## config.mk

```make
export PLATFORM = sky130hd
export DESIGN_NAME = tsi2c_slave
export DESIGN_NICKNAME = d
export VERILOG_FILES = /design/src/pkg/tsi2c_pkg.sv /design/src/rtl/tsi2c_slave.sv /design/src/rtl/tsi2c_buf.sv
export VERILOG_INCLUDE_DIRS = /design/src /design/src/pkg
export SDC_FILE = /design/constraint.sdc
export NUM_CORES = 1
export LEC_CHECK = 0
export BUFFER_PORTS_ARGS = -buffer_cell sky130_fd_sc_hd__buf_4
export CORE_MARGIN = 2
export CORE_UTILIZATION = 45
export CTS_CLUSTER_SIZE = 28
export DETAILED_ROUTE_END_ITERATION = 16
export PLACE_DENSITY = 0.71
export SLEW_MARGIN = 20
export SYNTH_ARGS = -nofsm -noshare
export SYNTH_HDL_FRONTEND = slang
export SYNTH_HIERARCHICAL = 1
export SYNTH_SLANG_ARGS = --single-unit
```

## constraint.sdc

```tcl
create_clock -name clk_in -period 2.65 [get_ports clk_in]
set_input_delay 0.3975 -clock clk_in [delete_from_list [all_inputs] [get_ports clk_in]]
set_output_delay 0.3975 -clock clk_in [all_outputs]
set_load 0.05 [all_outputs]
```

## src/pkg/tsi2c_map.svh

```systemverilog
// constants: bus address, pointer codes, reset values, field positions
`ifndef TSI2C_MAP_SVH
`define TSI2C_MAP_SVH

`define TSI_ADDR_HI 4'h9
`define TSI_PTR_TEMP 3'h0
`define TSI_PTR_CFG 3'h1
`define TSI_PTR_HYST 3'h2
`define TSI_PTR_TOS 3'h3
`define TSI_PTR_ONESHOT 3'h4
`define TSI_PTR_RST 8'h00
`define TSI_CFG_RST 8'h00
`define TSI_HYST_RST 16'h4B00
`define TSI_TOS_RST 16'h5000
`define TSI_CFG_INT_BIT 1
`define TSI_CFG_POL_BIT 2
`define TSI_RD_UNMAPPED 8'h00
`define TSI_RX_LAST 4'h8
`define TSI_TX_LAST 4'h7
`define TSI_TIMEOUT_US 25000
`define TSI_CLK_MHZ 250
`define TSI_BUF_DEPTH 2

`endif

```

## src/pkg/tsi2c_pkg.sv

```systemverilog
// types shared by the temperature sensor serial port
package tsi2c_pkg;
  typedef enum logic [2:0] {
    ST_IDLE = 3'h0,
    ST_ADDR = 3'h1,
    ST_ACK_A = 3'h2,
    ST_WDATA = 3'h3,
    ST_ACK_W = 3'h4,
    ST_RD = 3'h5,
    ST_RACK = 3'h6,
    ST_IGNORE = 3'h7
  } tsi2c_state_t;

  typedef enum logic [1:0] {
    KIND_PTR = 2'h0,
    KIND_HI = 2'h1,
    KIND_LO = 2'h2,
    KIND_NONE = 2'h3
  } tsi2c_kind_t;
endpackage : tsi2c_pkg

```

## src/rtl/tsi2c_slave.sv

```systemverilog
// two-wire slave port of a temperature sensor with pointer, limits, alarm
// Functional notes
// - answer to address 1001 followed by the three select pin levels.
// - select pins sampled all the time, never latched once.
// - the eight addresses run 0x48 to 0x4F by select pin value.
// - no SDA activity for the timeout drops the transfer, releases SDA.
// - start is SDA falling with SCL high; begins a new address byte.
// - after start, shift eight bits MSB first: address then direction.
// - on match, pull SDA low in the low phase before ninth pulse.
// - on mismatch, keep SDA released and ignore bytes until next start.
// - direction zero is master write, one is master read.
// - each byte is eight data pulses plus one receiver acknowledge.
// - SDA changes only while SCL low; SDA rising with SCL high is stop.
// - master not-acknowledges last read byte then stops; device stops driving.
// - direction fixed by address byte; switching needs a new start.
// - address plus one byte loads the pointer; reads use the pointer.
// - configuration write is pointer then one data byte.
// - limit write is pointer then two data bytes, high first.
// - pointer at configuration gives a one byte read.
// - temperature read returns high byte then low byte.
// - alarm starts in overtemperature mode, active at or above upper limit.
// - comparator behaviour selected after power-up until changed.
// - pointer low bits select register; pointer resets to zero.
// - comparator alarm holds until temperature drops below hysteresis.
// - interrupt alarm cleared by any read, rearms on reaching limit again.
`include "tsi2c_map.svh"

module tsi2c_slave
  import tsi2c_pkg::*;
#(
  parameter int TIMEOUT_US = `TSI_TIMEOUT_US,
  parameter int CLK_MHZ = `TSI_CLK_MHZ,
  parameter int BUF_DEPTH = `TSI_BUF_DEPTH
) (
  input wire logic clk_in,
  input wire logic rstn_in,
  input wire logic scl_in,
  input wire logic sda_in,
  output logic sda_out,
  output logic sda_oe_out,
  input wire logic addr_select_bit2_pin_in,
  input wire logic addr_select_bit1_pin_in,
  input wire logic addr_select_bit0_pin_in,
  input wire logic [15:0] temp_value_in,
  output logic overtemp_alarm_output_out,
  output logic [7:0] config_out,
  output logic oneshot_start_out
);
  localparam int TO_CYC = TIMEOUT_US * CLK_MHZ;
  localparam int TO_W = $clog2(TO_CYC + 1);

  if (TIMEOUT_US < 1 || CLK_MHZ < 1 || TO_CYC < 2) begin : g_bad_timeout
    $error("timeout must come to at least two clock cycles");
  end

  // ******************************************************************
  // pin synchronisers and edge detection
  // ******************************************************************
  logic scl_meta, scl_sync, scl_prev, sda_meta, sda_sync, sda_prev;
  logic [2:0] asel_meta, asel_sync;

  always_ff @(posedge clk_in or negedge rstn_in)
  begin
    if (!rstn_in)
    begin
      {scl_meta, scl_sync, scl_prev} <= 3'h7;
      {sda_meta, sda_sync, sda_prev} <= 3'h7;
      asel_meta <= 3'h0;
      asel_sync <= 3'h0;
    end
    else
    begin
      {scl_meta, scl_sync, scl_prev} <= {scl_in, scl_meta, scl_sync};
      {sda_meta, sda_sync, sda_prev} <= {sda_in, sda_meta, sda_sync};
      // select pins tracked every cycle
      asel_meta <= {addr_select_bit2_pin_in, addr_select_bit1_pin_in,
                    addr_select_bit0_pin_in};
      asel_sync <= asel_meta;
    end
  end

  logic scl_rise, scl_fall, sda_edge, start_det, stop_det;
  logic [6:0] own_addr;
  assign scl_rise = scl_sync & ~scl_prev;
  assign scl_fall = ~scl_sync & scl_prev;
  assign sda_edge = sda_sync ^ sda_prev;
  assign start_det = scl_sync & scl_prev & sda_prev & ~sda_sync;
  assign stop_det = scl_sync & scl_prev & ~sda_prev & sda_sync;
  assign own_addr = {`TSI_ADDR_HI, asel_sync};

  // ******************************************************************
  // bus engine
  // ******************************************************************
  tsi2c_state_t st_reg, st_next;
  logic [3:0] bit_reg, bit_next;
  logic [7:0] sh_reg, sh_next, tx_reg, tx_next;
  logic [15:0] word_reg, word_next;
  logic [1:0] bidx_reg, bidx_next;
  logic rw_reg, rw_next, mack_reg, mack_next, oe_reg, oe_next;
  logic [TO_W-1:0] to_reg, to_next;
  logic to_hit, tx_load, rd_evt, push_valid, push_ready;
  logic [9:0] push_data;
  logic [7:0] ptr_reg, cfg_reg;
  logic [15:0] hyst_reg, tos_reg, sel_word;

  assign to_hit = (st_reg != ST_IDLE) && !sda_edge && (to_reg == TO_W'(TO_CYC - 1));

  always_comb
  begin
    case (ptr_reg[2:0])
      `TSI_PTR_TEMP: sel_word = temp_value_in;
      `TSI_PTR_CFG: sel_word = {cfg_reg, cfg_reg};
      `TSI_PTR_HYST: sel_word = hyst_reg;
      `TSI_PTR_TOS: sel_word = tos_reg;
      default: sel_word = {`TSI_RD_UNMAPPED, `TSI_RD_UNMAPPED};
    endcase
  end

  always_comb
  begin
    st_next = st_reg;
    bit_next = bit_reg;
    sh_next = sh_reg;
    tx_next = tx_reg;
    word_next = word_reg;
    bidx_next = bidx_reg;
    rw_next = rw_reg;
    mack_next = mack_reg;
    to_next = (st_reg == ST_IDLE || sda_edge) ? '0 : to_reg + 1'b1;
    tx_load = 1'b0;
    rd_evt = 1'b0;
    push_valid = 1'b0;
    push_data = {KIND_NONE, sh_reg};
    if (start_det)
    begin
      st_next = ST_ADDR;
      bit_next = '0;
      bidx_next = '0;
    end
    else if (stop_det || to_hit)
    begin
      st_next = ST_IDLE;
      bit_next = '0;
      bidx_next = '0;
    end
    else
    begin
      case (st_reg)
        ST_ADDR, ST_WDATA:
        begin
          if (scl_rise && bit_reg != `TSI_RX_LAST)
          begin
            sh_next = {sh_reg[6:0], sda_sync};
            bit_next = bit_reg + 1'b1;
          end
          else if (scl_fall && bit_reg == `TSI_RX_LAST)
          begin
            bit_next = '0;
            if (st_reg == ST_ADDR)
            begin
              rw_next = sh_reg[0];
              // mismatch goes quiet until the next start
              st_next = (sh_reg[7:1] == own_addr) ? ST_ACK_A : ST_IGNORE;
              rd_evt = (sh_reg[7:1] == own_addr) && sh_reg[0];
            end
            else
            begin
              push_valid = (bidx_reg != 2'(KIND_NONE));
              push_data = {bidx_reg, sh_reg};
              // full buffer: refuse the byte with a not-acknowledge
              st_next = (push_ready || !push_valid) ? ST_ACK_W : ST_IGNORE;
              if (bidx_reg != 2'(KIND_NONE))
                bidx_next = bidx_reg + 1'b1;
            end
          end
        end
        ST_ACK_A, ST_ACK_W:
        begin
          if (scl_fall)
          begin
            bit_next = '0;
            if (st_reg == ST_ACK_A && rw_reg)
            begin
              st_next = ST_RD;
              tx_load = 1'b1;
              word_next = sel_word; // snapshot keeps both halves coherent
              tx_next = sel_word[15:8];
              bidx_next = 2'h1;
            end
            else
              st_next = ST_WDATA;
          end
        end
        ST_RD:
        begin
          if (scl_fall)
          begin
            if (bit_reg == `TSI_TX_LAST)
              st_next = ST_RACK;
            else
            begin
              tx_next = {tx_reg[6:0], 1'b1};
              bit_next = bit_reg + 1'b1;
            end
          end
        end
        ST_RACK:
        begin
          if (scl_rise)
          begin
            mack_next = ~sda_sync;
            if (sda_sync)
              st_next = ST_IGNORE;
          end
          else if (scl_fall && mack_reg)
          begin
            st_next = ST_RD;
            bit_next = '0;
            tx_load = 1'b1;
            // one byte register repeats; others alternate high, low
            tx_next = (ptr_reg[2:0] == `TSI_PTR_CFG || !bidx_reg[0]) ?
                      word_reg[15:8] : word_reg[7:0];
            bidx_next = bidx_reg + 1'b1;
          end
        end
        default: st_next = st_reg;
      endcase
    end
    oe_next = (st_next == ST_ACK_A) || (st_next == ST_ACK_W) ||
              ((st_next == ST_RD) && !tx_next[7]);
  end

  always_ff @(posedge clk_in or negedge rstn_in)
  begin
    if (!rstn_in)
    begin
      st_reg <= ST_IDLE;
      bit_reg <= '0;
      sh_reg <= '0;
      tx_reg <= '0;
      word_reg <= '0;
      bidx_reg <= '0;
      rw_reg <= 1'b0;
      mack_reg <= 1'b0;
      oe_reg <= 1'b0;
      to_reg <= '0;
    end
    else
    begin
      st_reg <= st_next;
      bit_reg <= bit_next;
      sh_reg <= sh_next;
      tx_reg <= tx_next;
      word_reg <= word_next;
      bidx_reg <= bidx_next;
      rw_reg <= rw_next;
      mack_reg <= mack_next;
      oe_reg <= oe_next;
      to_reg <= to_next;
    end
  end

  assign sda_out = 1'b0;
  assign sda_oe_out = oe_reg;

  // ******************************************************************
  // received byte buffer and register file
  // ******************************************************************
  logic pop_valid, pop_ready, oneshot_reg, oneshot_next;
  logic [9:0] pop_data;
  logic [7:0] ptr_next, cfg_next, hi_reg, hi_next;
  logic [15:0] hyst_next, tos_next;

  // drain waits while a read snapshot is taken
  assign pop_ready = ~tx_load;

  tsi2c_buf #(.WIDTH(10), .DEPTH(BUF_DEPTH)) u_buf (
    .clk_in(clk_in),
    .rstn_in(rstn_in),
    .in_valid_in(push_valid),
    .in_ready_out(push_ready),
    .in_data_in(push_data),
    .out_valid_out(pop_valid),
    .out_ready_in(pop_ready),
    .out_data_out(pop_data)
  );

  always_comb
  begin
    ptr_next = ptr_reg;
    cfg_next = cfg_reg;
    hyst_next = hyst_reg;
    tos_next = tos_reg;
    hi_next = hi_reg;
    oneshot_next = 1'b0;
    if (pop_valid && pop_ready)
    begin
      case (pop_data[9:8])
        2'(KIND_PTR):
        begin
          ptr_next = pop_data[7:0];
          oneshot_next = (pop_data[2:0] == `TSI_PTR_ONESHOT);
        end
        2'(KIND_HI):
        begin
          hi_next = pop_data[7:0];
          if (ptr_reg[2:0] == `TSI_PTR_CFG)
            cfg_next = pop_data[7:0];
        end
        2'(KIND_LO):
        begin
          if (ptr_reg[2:0] == `TSI_PTR_HYST)
            hyst_next = {hi_reg, pop_data[7:0]};
          if (ptr_reg[2:0] == `TSI_PTR_TOS)
            tos_next = {hi_reg, pop_data[7:0]};
        end
        default: hi_next = hi_reg;
      endcase
    end
  end

  always_ff @(posedge clk_in or negedge rstn_in)
  begin
    if (!rstn_in)
    begin
      ptr_reg <= `TSI_PTR_RST;
      cfg_reg <= `TSI_CFG_RST;
      hyst_reg <= `TSI_HYST_RST;
      tos_reg <= `TSI_TOS_RST;
      hi_reg <= '0;
      oneshot_reg <= 1'b0;
    end
    else
    begin
      ptr_reg <= ptr_next;
      cfg_reg <= cfg_next;
      hyst_reg <= hyst_next;
      tos_reg <= tos_next;
      hi_reg <= hi_next;
      oneshot_reg <= oneshot_next;
    end
  end

  assign config_out = cfg_reg;
  assign oneshot_start_out = oneshot_reg;

  // ******************************************************************
  // overtemperature alarm
  // ******************************************************************
  logic hot, cool, act_reg, act_next, arm_reg, arm_next, pin_reg, pin_next;
  assign hot = $signed(temp_value_in) >= $signed(tos_reg);
  assign cool = $signed(temp_value_in) < $signed(hyst_reg);

  always_comb
  begin
    act_next = act_reg;
    arm_next = arm_reg;
    if (!cfg_reg[`TSI_CFG_INT_BIT])
    begin
      arm_next = 1'b1;
      if (hot)
        act_next = 1'b1;
      else if (cool)
        act_next = 1'b0;
    end
    else
    begin
      if (!hot)
        arm_next = 1'b1;
      if (hot && arm_reg)
      begin
        act_next = 1'b1;
        arm_next = 1'b0;
      end
      else if (rd_evt)
        act_next = 1'b0;
    end
    pin_next = cfg_reg[`TSI_CFG_POL_BIT] ? act_next : ~act_next;
  end

  always_ff @(posedge clk_in or negedge rstn_in)
  begin
    if (!rstn_in)
    begin
      act_reg <= 1'b0;
      arm_reg <= 1'b1;
      pin_reg <= 1'b1;
    end
    else
    begin
      act_reg <= act_next;
      arm_reg <= arm_next;
      pin_reg <= pin_next;
    end
  end

  assign overtemp_alarm_output_out = pin_reg;
endmodule : tsi2c_slave

```

## src/rtl/tsi2c_buf.sv

```systemverilog
// small valid/ready buffer between byte receiver and register file
module tsi2c_buf #(
  parameter int WIDTH = 10,
  parameter int DEPTH = 2
) (
  input wire logic clk_in,
  input wire logic rstn_in,
  input wire logic in_valid_in,
  output logic in_ready_out,
  input wire logic [WIDTH-1:0] in_data_in,
  output logic out_valid_out,
  input wire logic out_ready_in,
  output logic [WIDTH-1:0] out_data_out
);
  localparam int AW = (DEPTH > 1) ? $clog2(DEPTH) : 1;

  if (DEPTH < 2 || (DEPTH & (DEPTH - 1)) != 0) begin : g_bad_depth
    $error("buffer depth must be a power of two, at least 2");
  end

  logic [WIDTH-1:0] mem_reg [DEPTH];
  logic [WIDTH-1:0] mem_next [DEPTH];
  logic [AW-1:0] wr_reg, wr_next, rd_reg, rd_next;
  logic [AW:0] cnt_reg, cnt_next;
  logic push, pop;

  assign in_ready_out = (cnt_reg != (AW+1)'(DEPTH));
  assign out_valid_out = (cnt_reg != '0);
  assign out_data_out = mem_reg[rd_reg];
  assign push = in_valid_in & in_ready_out;
  assign pop = out_valid_out & out_ready_in;

  always_comb
  begin
    mem_next = mem_reg;
    wr_next = wr_reg;
    rd_next = rd_reg;
    cnt_next = cnt_reg;
    if (push)
    begin
      mem_next[wr_reg] = in_data_in;
      wr_next = wr_reg + 1'b1;
    end
    if (pop)
      rd_next = rd_reg + 1'b1;
    if (push && !pop)
      cnt_next = cnt_reg + 1'b1;
    else if (pop && !push)
      cnt_next = cnt_reg - 1'b1;
  end

  always_ff @(posedge clk_in or negedge rstn_in)
  begin
    if (!rstn_in)
    begin
      for (int i = 0; i < DEPTH; i++)
        mem_reg[i] <= '0;
      wr_reg <= '0;
      rd_reg <= '0;
      cnt_reg <= '0;
    end
    else
    begin
      mem_reg <= mem_next;
      wr_reg <= wr_next;
      rd_reg <= rd_next;
      cnt_reg <= cnt_next;
    end
  end
endmodule : tsi2c_buf

```

; ---- After elaboration in Yosys (flattened, before gate mapping)
; Index checks and enable logic that the tools add are counted.
; Widths: inputs -> output; s select.
[word_totals]
ff_bits = 158
inputBits = 23
output_inout_bits = 12
[op_classes]
add_sub_neg = 7
magnitude_cmp = 5
eq_ne = 40
mux = 92
n_bitwise = 21
reduce_logical = 48
[op_table]
columns = cell, count
row1 = $mux 10, 10
row2 = $mux 8, 9
row3 = $pmux 16 s4, 1
row4 = $ne 4x4->1 const B, 11
row5 = $mux 3, 13
row6 = $mux 4, 9
row7 = $mux 1, 29
row8 = $mux 2, 13
row9 = $pmux 8 s3, 1
row10 = $add 23x1->23 const B, 1
row11 = $eq 23x23->1 const B, 1
row12 = $mux 23, 1
row13 = $bwmux 20, 1
row14 = $eq 3x3->1 const B, 6
row15 = $reduce_and 9->1, 2
row16 = $ge 16x16->1, 1
row17 = $lt 16x16->1, 1
row18 = $ne 2x2->1 const B, 8
row19 = $pmux 4 s4, 1
row20 = $eq 3x2->1 const B, 5
row21 = $logic_and 1x1->1, 13
row22 = $pmux 3 s4, 1
row23 = $demux 10 s1, 1
row24 = $and 1x1->1, 9
row25 = other kinds (34), 65

; ---- Logic depth before layout (Yosys ltp)
; Gate-level depths: netlist of run 1.
[depth]
ltp_word = 13
ltp_mapped = 13
ltp_nobuf = 13

; ---- Modules after synthesis
; Netlist of run 1, hierarchy kept.
[modules_own_cells]
columns = mod, instances, cells_each, area_each_um2, seq_area_each_um2
row1 = tsi2c_slave, 1, 696, 7349.5, 3370.7
row2 = tsi2c_buf, 1, 70, 1152.4, 600.6

; ---- Worst setup path after synthesis of run 1
; No wires, ideal clock.
[synth_timing]
path_type = flip-flop to flip-flop
from = register to_reg[0]
to = register cfg_reg[0] (netlist: config_out[0])
arrival_time_ns = 2.730
required_ns = 2.525
setup_slack_ns = -0.205
path_stages_with_launch = 11
path_cell_list = dfrtp_1 -> ha_1 -> nand3_2 -> or3_4 -> o31ai_4 -> o21ai_2 -> or3b_1 -> buf_2 -> or3_1 -> buf_6 -> mux2_4
[synth_via]
elab_chain_len = 8
[synth_lines]
columns = element, line
row1 = start: declaration, tsi2c_slave.sv:100  ; logic [TO_W-1:0] to_reg, to_next;
row2 = start signal: assignment, tsi2c_slave.sv:259  ; to_reg <= to_next;
row3 = $eq 23x23->1, tsi2c_slave.sv:106  ; assign to_hit = (st_reg != ST_IDLE) && !sda_edge && (to_reg == TO_W'(TO_CYC - 1));
row4 = $logic_and 1x1->1, tsi2c_slave.sv:106
row5 = $logic_or 1x1->1, tsi2c_slave.sv:140  ; else if (stop_det || to_hit)
row6 = $mux 1, tsi2c_slave.sv:140
row7 = $mux 1, tsi2c_slave.sv:134  ; if (start_det)
row8 = $not 1->1, tsi2c_slave.sv:275  ; assign pop_ready = ~tx_load;
row9 = $logic_and 1x1->1, tsi2c_slave.sv:296  ; if (pop_valid && pop_ready)
row10 = $reduce_and 3->1 (no source line), n/a
row11 = end signal: assignment, tsi2c_slave.sv:327  ; cfg_reg <= `TSI_CFG_RST;
row12 = end signal: assignment, tsi2c_slave.sv:336  ; cfg_reg <= cfg_next;
row13 = end: declaration, tsi2c_slave.sv:103  ; logic [7:0] ptr_reg, cfg_reg;
; Every way passes these cells.
; A chain may end at the register's enable or synchronous reset.

; ---- Worst setup path after layout of run 1
[layout_timing]
from = register to_reg[0]
to = register cfg_reg[5] (netlist: config_out[5])
; The elaborated chain is that of the path after synthesis.

==> results of run 1 <==
cell usage after synthesis (9+ instances only):
master / instances / area (um^2)
nand2_1: 75 / 282
xnor2_1: 15 / 131
a21oi_1: 38 / 190
mux4_2: 16 / 360
inv_1: 45 / 169
dfrtp_1: 144 / 3600
and2_1: 9 / 56.3
nor3_1: 15 / 75.1
o21ai_0: 37 / 185
nor2b_1: 11 / 68.8
or3_1: 9 / 56.3
nand4_1: 10 / 62.6
dfstp_2: 14 / 368
xor2_1: 10 / 87.6
mux2_2: 68 / 766
mux2_4: 28 / 420
nand3_1: 21 / 105
ha_1: 36 / 450
nand2b_1: 9 / 56.3
clkbuf_1: 18 / 67.6
nor2_1: 40 / 150
worst max-delay path: stages, from the launching register on:
cell	delay, ns
dfrtp_1	0.36
ha_2	0.20
nand3_2	0.09
or3_4	0.35
o31ai_4	0.32
o21ai_2	0.09
or3b_1	0.38
or3_4	0.36
buf_6	0.15
mux2_4	0.30
through the flow:
| step | power [mW] | hold WS, ns | TNS [ns] |
|---|---|---|---|
| floorplan | 3.59 | 0.102 | -0.927 |
| global placement | 4.05 | 0.334 | 0 |
| detailed placement | 4.07 | 0.339 | 0 |
| CTS | 6.48 | 0.0645 | 0 |
| global route | 6.83 | 0.0568 | -1.10 |
| finish | 6.49 | 0.0799 | -0.383 |
report_power, final:
group / internal [mW] / switching [mW]
registers: 2.56 / 0.138
logic: 0.589 / 0.793
clock network: 1.41 / 0.993
repair_timing:
action                     CTS  global route
gates cloned                 0             1
buffers inserted             0             4
hold endpoints to repair    41             0
resized for setup            0             9
setup endpoints to repair    2            29
hold buffers                 1             0
pin swaps                    1             3
final timing paths:
check | from | endpoint | depth (start not counted)
max reg2reg | to_reg[0] | config_out[5] | 9
min | scl_in | scl_meta | 1
min in group asynchronous | rstn_in | word_reg[8] | 2
max | to_reg[0] | config_out[5] | 9
min reg2reg | asel_meta[2] | asel_sync[2] | 0
max in group asynchronous | rstn_in | sda_meta | 3
area by class of cell:
cell class | count | area share, %
clock buffer | 19 | 4.42
timing repair buffer | 87 | 7.32
sequential | 158 | 39.7
clock inverter | 13 | 1.39
inverter | 46 | 1.72
tap | 234 | 2.92
multi-input combinational | 536 | 42.6
layer usage:
metal	vias up	part of all wire (%)
li1	2897	-
met1	2974	47
met2	163	47
met3	27	3.9
met4	0	1.9
met5	-	0
kinds of logic (layout without fill, tap and decap cells):
| family | after synthesis | after routing | share of synthesized area, % |
|---|---|---|---|
| xor+xnor | 25 | 25 | 2.58 |
| other cells | 1 | 1 | 0.0441 |
| mux | 114 | 114 | 18.4 |
| simple gates | 237 | 237 | 14.3 |
| fa+ha+maj | 36 | 36 | 5.30 |
| flops | 158 | 158 | 46.7 |
| buf+inv | 73 | 165 | 3.58 |
| compound gates | 122 | 123 | 9.02 |
==> flow_metrics.tcl, run 1 <==
set metrics [dict create \
    cts_sinks 158 \
    routed-via-count 6061 \
    ff2ff_setup_slack_ns -0.06 \
    max_slew_margin_pct 60.8 \
    dp.cells 1055 \
    globalRouteMet3Util_pct 3.61 \
    async_reset_ff_share_pct 100 \
    cts_tree "yes" \
    layout.cells.non_filler 1093 \
    min-delay-path-class "in -> reg" \
    dpl_worst_slack_ns 0.0169 \
    antenna_violations_before_repair 0 \
    drt-vias-per-instance 5.55 \
    multiInputGateArea_mm2 0.00426 \
    final.setup_skew_ns 0.00932 \
    fin_crit_sh_pct 102 \
    design.core.area_mm2 0.0186 \
    area_after_dpl_mm2 0.00935 \
    stdcell_area_mm2 0.0100 \
    clock_transition_at_the_registers_of_the_reported_paths_ns 0.06 \
    leakage_nw 4.48 \
    grt_use_met1_pct 28.8 \
    mostFrequentLayoutCell "dfrtp_1" \
    fin_util_pct 53.7 \
    maxClockFrequency_mhz 369 \
    postSynthAreaPerCell_um2 11.1 \
    worstSetupStartpointType "register" \
    crit_path_kind "reg -> reg" \
    final.setup.worst_slack_ns -0.0631 \
    design.die.area_mm2 0.0200 \
    failed_checks "negative setup slack" \
    layout.cells.most_common_list "dfrtp_1, buf_4, nand2_1" \
    gr-usage-met2_pct 30.7 \
    grt_start_max_net_pins 55 \
    largest_register_ff_count 23 \
    detail_route.wirelength_mm 18.9 \
    top_level_ports 35 \
    cts_htree_levels 4 \
    max-cap-violations 0 \
    final_slew_violations 0 \
    cts_made_buffers 17 \
    sequential_element_share_of_the_synthesized_area_pct 46.7 \
    wl_per_cell_um 17.3 \
    grt_use_total_pct 20.0 \
    outcome "finished, violations left" \
    synth.net_count 825 \
    count_of_different_cell_masters_after_synthesis 68 \
    critPathMaxFanout 4 \
    grt-ovfl-total 0 \
    crit_end_element "register" \
    drcViolationCount 0 \
    grt_busiest_layer "met2" \
    irDropWorstVdd_mv 0.462 \
    yosys_register_bits 158 \
    dr.pass1.iters 5 \
    grt_pass1_wl_mm 31.6 \
    signed_area_change_from_the_synthesized_netlist_to_the_final_layout_pct 17.8 \
    design.final.nets 905 \
    synth-warning-count 6 \
    ctsRootBufferMaster "clkbuf_16" \
    grt_setup_unrepaired "true" \
    synth-edff-count 0 \
    die-height_um 141 \
    place.gp.congestion 0.883 \
    final.fill_count 1604 \
    port_buffers 33 \
    ctsLongestPathBuffers 2 \
    mappedNetlistArea_mm2 0.00850 \
    worst-endpoint-required_ns 2.95 \
    critPathArrivalTime_ns 3.01 \
    initialDrtViolationCount 403 \
    post_route_cells_drive_above_1_share_pct 31.1 \
    first_global_vias 6042 \
    timing_worst_slew_pin_value_ns 0.573 \
    start_util_pct 45.6 \
    power.density_cell_area_mw_per_mm2 648 \
    seqCellArea_mm2 0.00397 \
    setup_violations 8 \
    insertion_delay_ns 0.42 \
    antenna-diode-count 0 \
    synthesis.instances 766 \
    dominantRegCellSynth "dfrtp_1" \
    finalHoldViolCount 0 \
    final_period_minus_worst_setup_slack_ns 2.71 \
    dp_hpwl_mm 13.4 \
    floorplan_row_count 50 \
    ant_nets 0 \
    die-width_um 141 \
]
No activity file was read; power rests on OpenSTA's default activity.
==> run 2: changes to the inputs <==
Clock period 2.65 ns to 2.3 ns, I/O delays scaled along.
==> run 2 against run 1 <==
The run still ends with negative setup slack left. Die area unchanged. Critical endpoint is now config_out[3]. Sequential power is 14% higher. Sequential cell count stayed put. Critical path depth is the same. Via count grew 9.6%. Clock-buffer cell count increased by 3. Power is 24% higher. Highest routed layer unchanged. Sequential share of layout area shrank 4.6 points. Clock power is 23% higher.
==> flow_metrics.tcl, run 2 (same netlist as run 1, synthesis figures left out) <==
set metrics [dict create \
    maxClockFrequency_mhz 380 \
    final.fill_count 1389 \
    ctsRootBufferMaster "clkbuf_16" \
    crit_path_kind "reg -> reg" \
    antenna_violations_before_repair 0 \
    failed_checks "negative setup slack" \
    dr.pass1.iters 5 \
    floorplan_row_count 50 \
    setup_violations 86 \
    worst-endpoint-required_ns 2.61 \
    final_slew_violations 0 \
    finalHoldViolCount 0 \
    grt_pass1_wl_mm 33.8 \
    mostFrequentLayoutCell "buf_4" \
    area_after_dpl_mm2 0.00989 \
    first_global_vias 6557 \
    grt_use_total_pct 21.7 \
    signed_area_change_from_the_synthesized_netlist_to_the_final_layout_pct 33.3 \
    leakage_nw 5.09 \
    cts_tree "yes" \
    grt-ovfl-total 0 \
    min-delay-path-class "in -> reg" \
    fin_util_pct 60.8 \
    ant_nets 0 \
    die-height_um 141 \
    outcome "finished, violations left" \
    critPathMaxFanout 4 \
    crit_end_element "register" \
    largest_register_ff_count 23 \
    antenna-diode-count 0 \
    clock_transition_at_the_registers_of_the_reported_paths_ns 0.06 \
    cts_made_buffers 17 \
    grt_start_max_net_pins 58 \
    die-width_um 141 \
    drcViolationCount 0 \
    irDropWorstVdd_mv 0.552 \
    final_period_minus_worst_setup_slack_ns 2.63 \
    detail_route.wirelength_mm 21.5 \
    design.die.area_mm2 0.0200 \
    fin_crit_sh_pct 115 \
    power.density_cell_area_mw_per_mm2 712 \
    routed-via-count 6642 \
    wl_per_cell_um 18.1 \
    final.setup.worst_slack_ns -0.334 \
    design.final.nets 1000 \
    insertion_delay_ns 0.44 \
    start_util_pct 45.6 \
    final.setup_skew_ns 0.0143 \
    stdcell_area_mm2 0.0113 \
    max-cap-violations 0 \
    layout.cells.most_common_list "buf_4, dfrtp_1, mux2_2" \
    worstSetupStartpointType "register" \
    post_route_cells_drive_above_1_share_pct 45.0 \
    cts_htree_levels 4 \
    top_level_ports 35 \
    critPathArrivalTime_ns 2.94 \
    dp_hpwl_mm 14.3 \
    grt_setup_unrepaired "true" \
    initialDrtViolationCount 569 \
    max_slew_margin_pct 62.9 \
    port_buffers 33 \
    drt-vias-per-instance 5.59 \
    place.gp.congestion 0.895 \
    cts_sinks 158 \
    ctsLongestPathBuffers 2 \
    timing_worst_slew_pin_value_ns 0.556 \
    design.core.area_mm2 0.0186 \
]
## run 2: final timing paths
kind,cells after the start,startpoint,slack (ns),end
max in group asynchronous,3,rstn_in,1.08,tos_reg[12]
worst max-delay path,9,to_reg[0],-0.33,config_out[3]
worst min register to register,0,asel_meta[1],0.35,asel_sync[1]
worst min-delay path,1,scl_in,0.01,scl_meta
min in group asynchronous,2,rstn_in,0.46,word_reg[11]
worst max register to register,9,to_reg[0],-0.33,config_out[3]
## run 2: timing repair
item | CTS | global route
setup endpoints to repair | 74 | 112
pin swaps | 20 | 41
hold buffers | 1 | 0
endpoints found under the hold margin | 46 | 0
gates resized for setup | 64 | 71
setup buffers | 17 | 8
gates cloned | 5 | 3
## run 2: final cells by class
type	count	area, um^2	share of cell area [%]
multi-input combinational	537	4710	41.6
sequential	158	3970	35.0
timing repair buffer	181	1570	13.8
clock buffer	22	454	4.01
tap	234	293	2.58
inverter	46	173	1.52
clock inverter	10	161	1.42
## run 2: layer usage
layer	GRT usage, %	vias up	part of all wire (%)
met5	0	-	0
met4	9.21	0	2.4
met3	3.81	36	3.8
met2	34.2	169	48
met1	29.7	3351	46
li1	-	3086	-
## run 2: power breakdown
part / internal [mW] / switching (mW) / total [mW]
combinational: 0.915 / 1.09 / 2.01
sequential: 2.95 / 0.143 / 3.09
clock: 1.84 / 1.13 / 2.97
## run 2: worst max-delay path, stage by stage (launching register included)
cell and delay, ns:
dfrtp_1 0.35, ha_2 0.19, nand3_2 0.10, or3_4 0.35
o31ai_4 0.24, o21ai_2 0.09, or3b_4 0.38, or3_4 0.35
buf_4 0.17, mux2_4 0.29
## run 2: stage by stage
step                setup WS, ns  total power [mW]  hold slack, ns  setup TNS [ns]  std cells
floorplan                 -0.466              4.15          0.0494          -11.67        766
global placement          -0.272              4.82           0.340           -7.69       1125
detailed placement        -0.296              4.84           0.340          -10.34       1125
CTS                       -0.307              7.98         0.00133           -9.25       1179
global route              -0.406              8.44        -0.00474          -18.40       1188
finish                    -0.334              8.07          0.0126          -11.25       1188
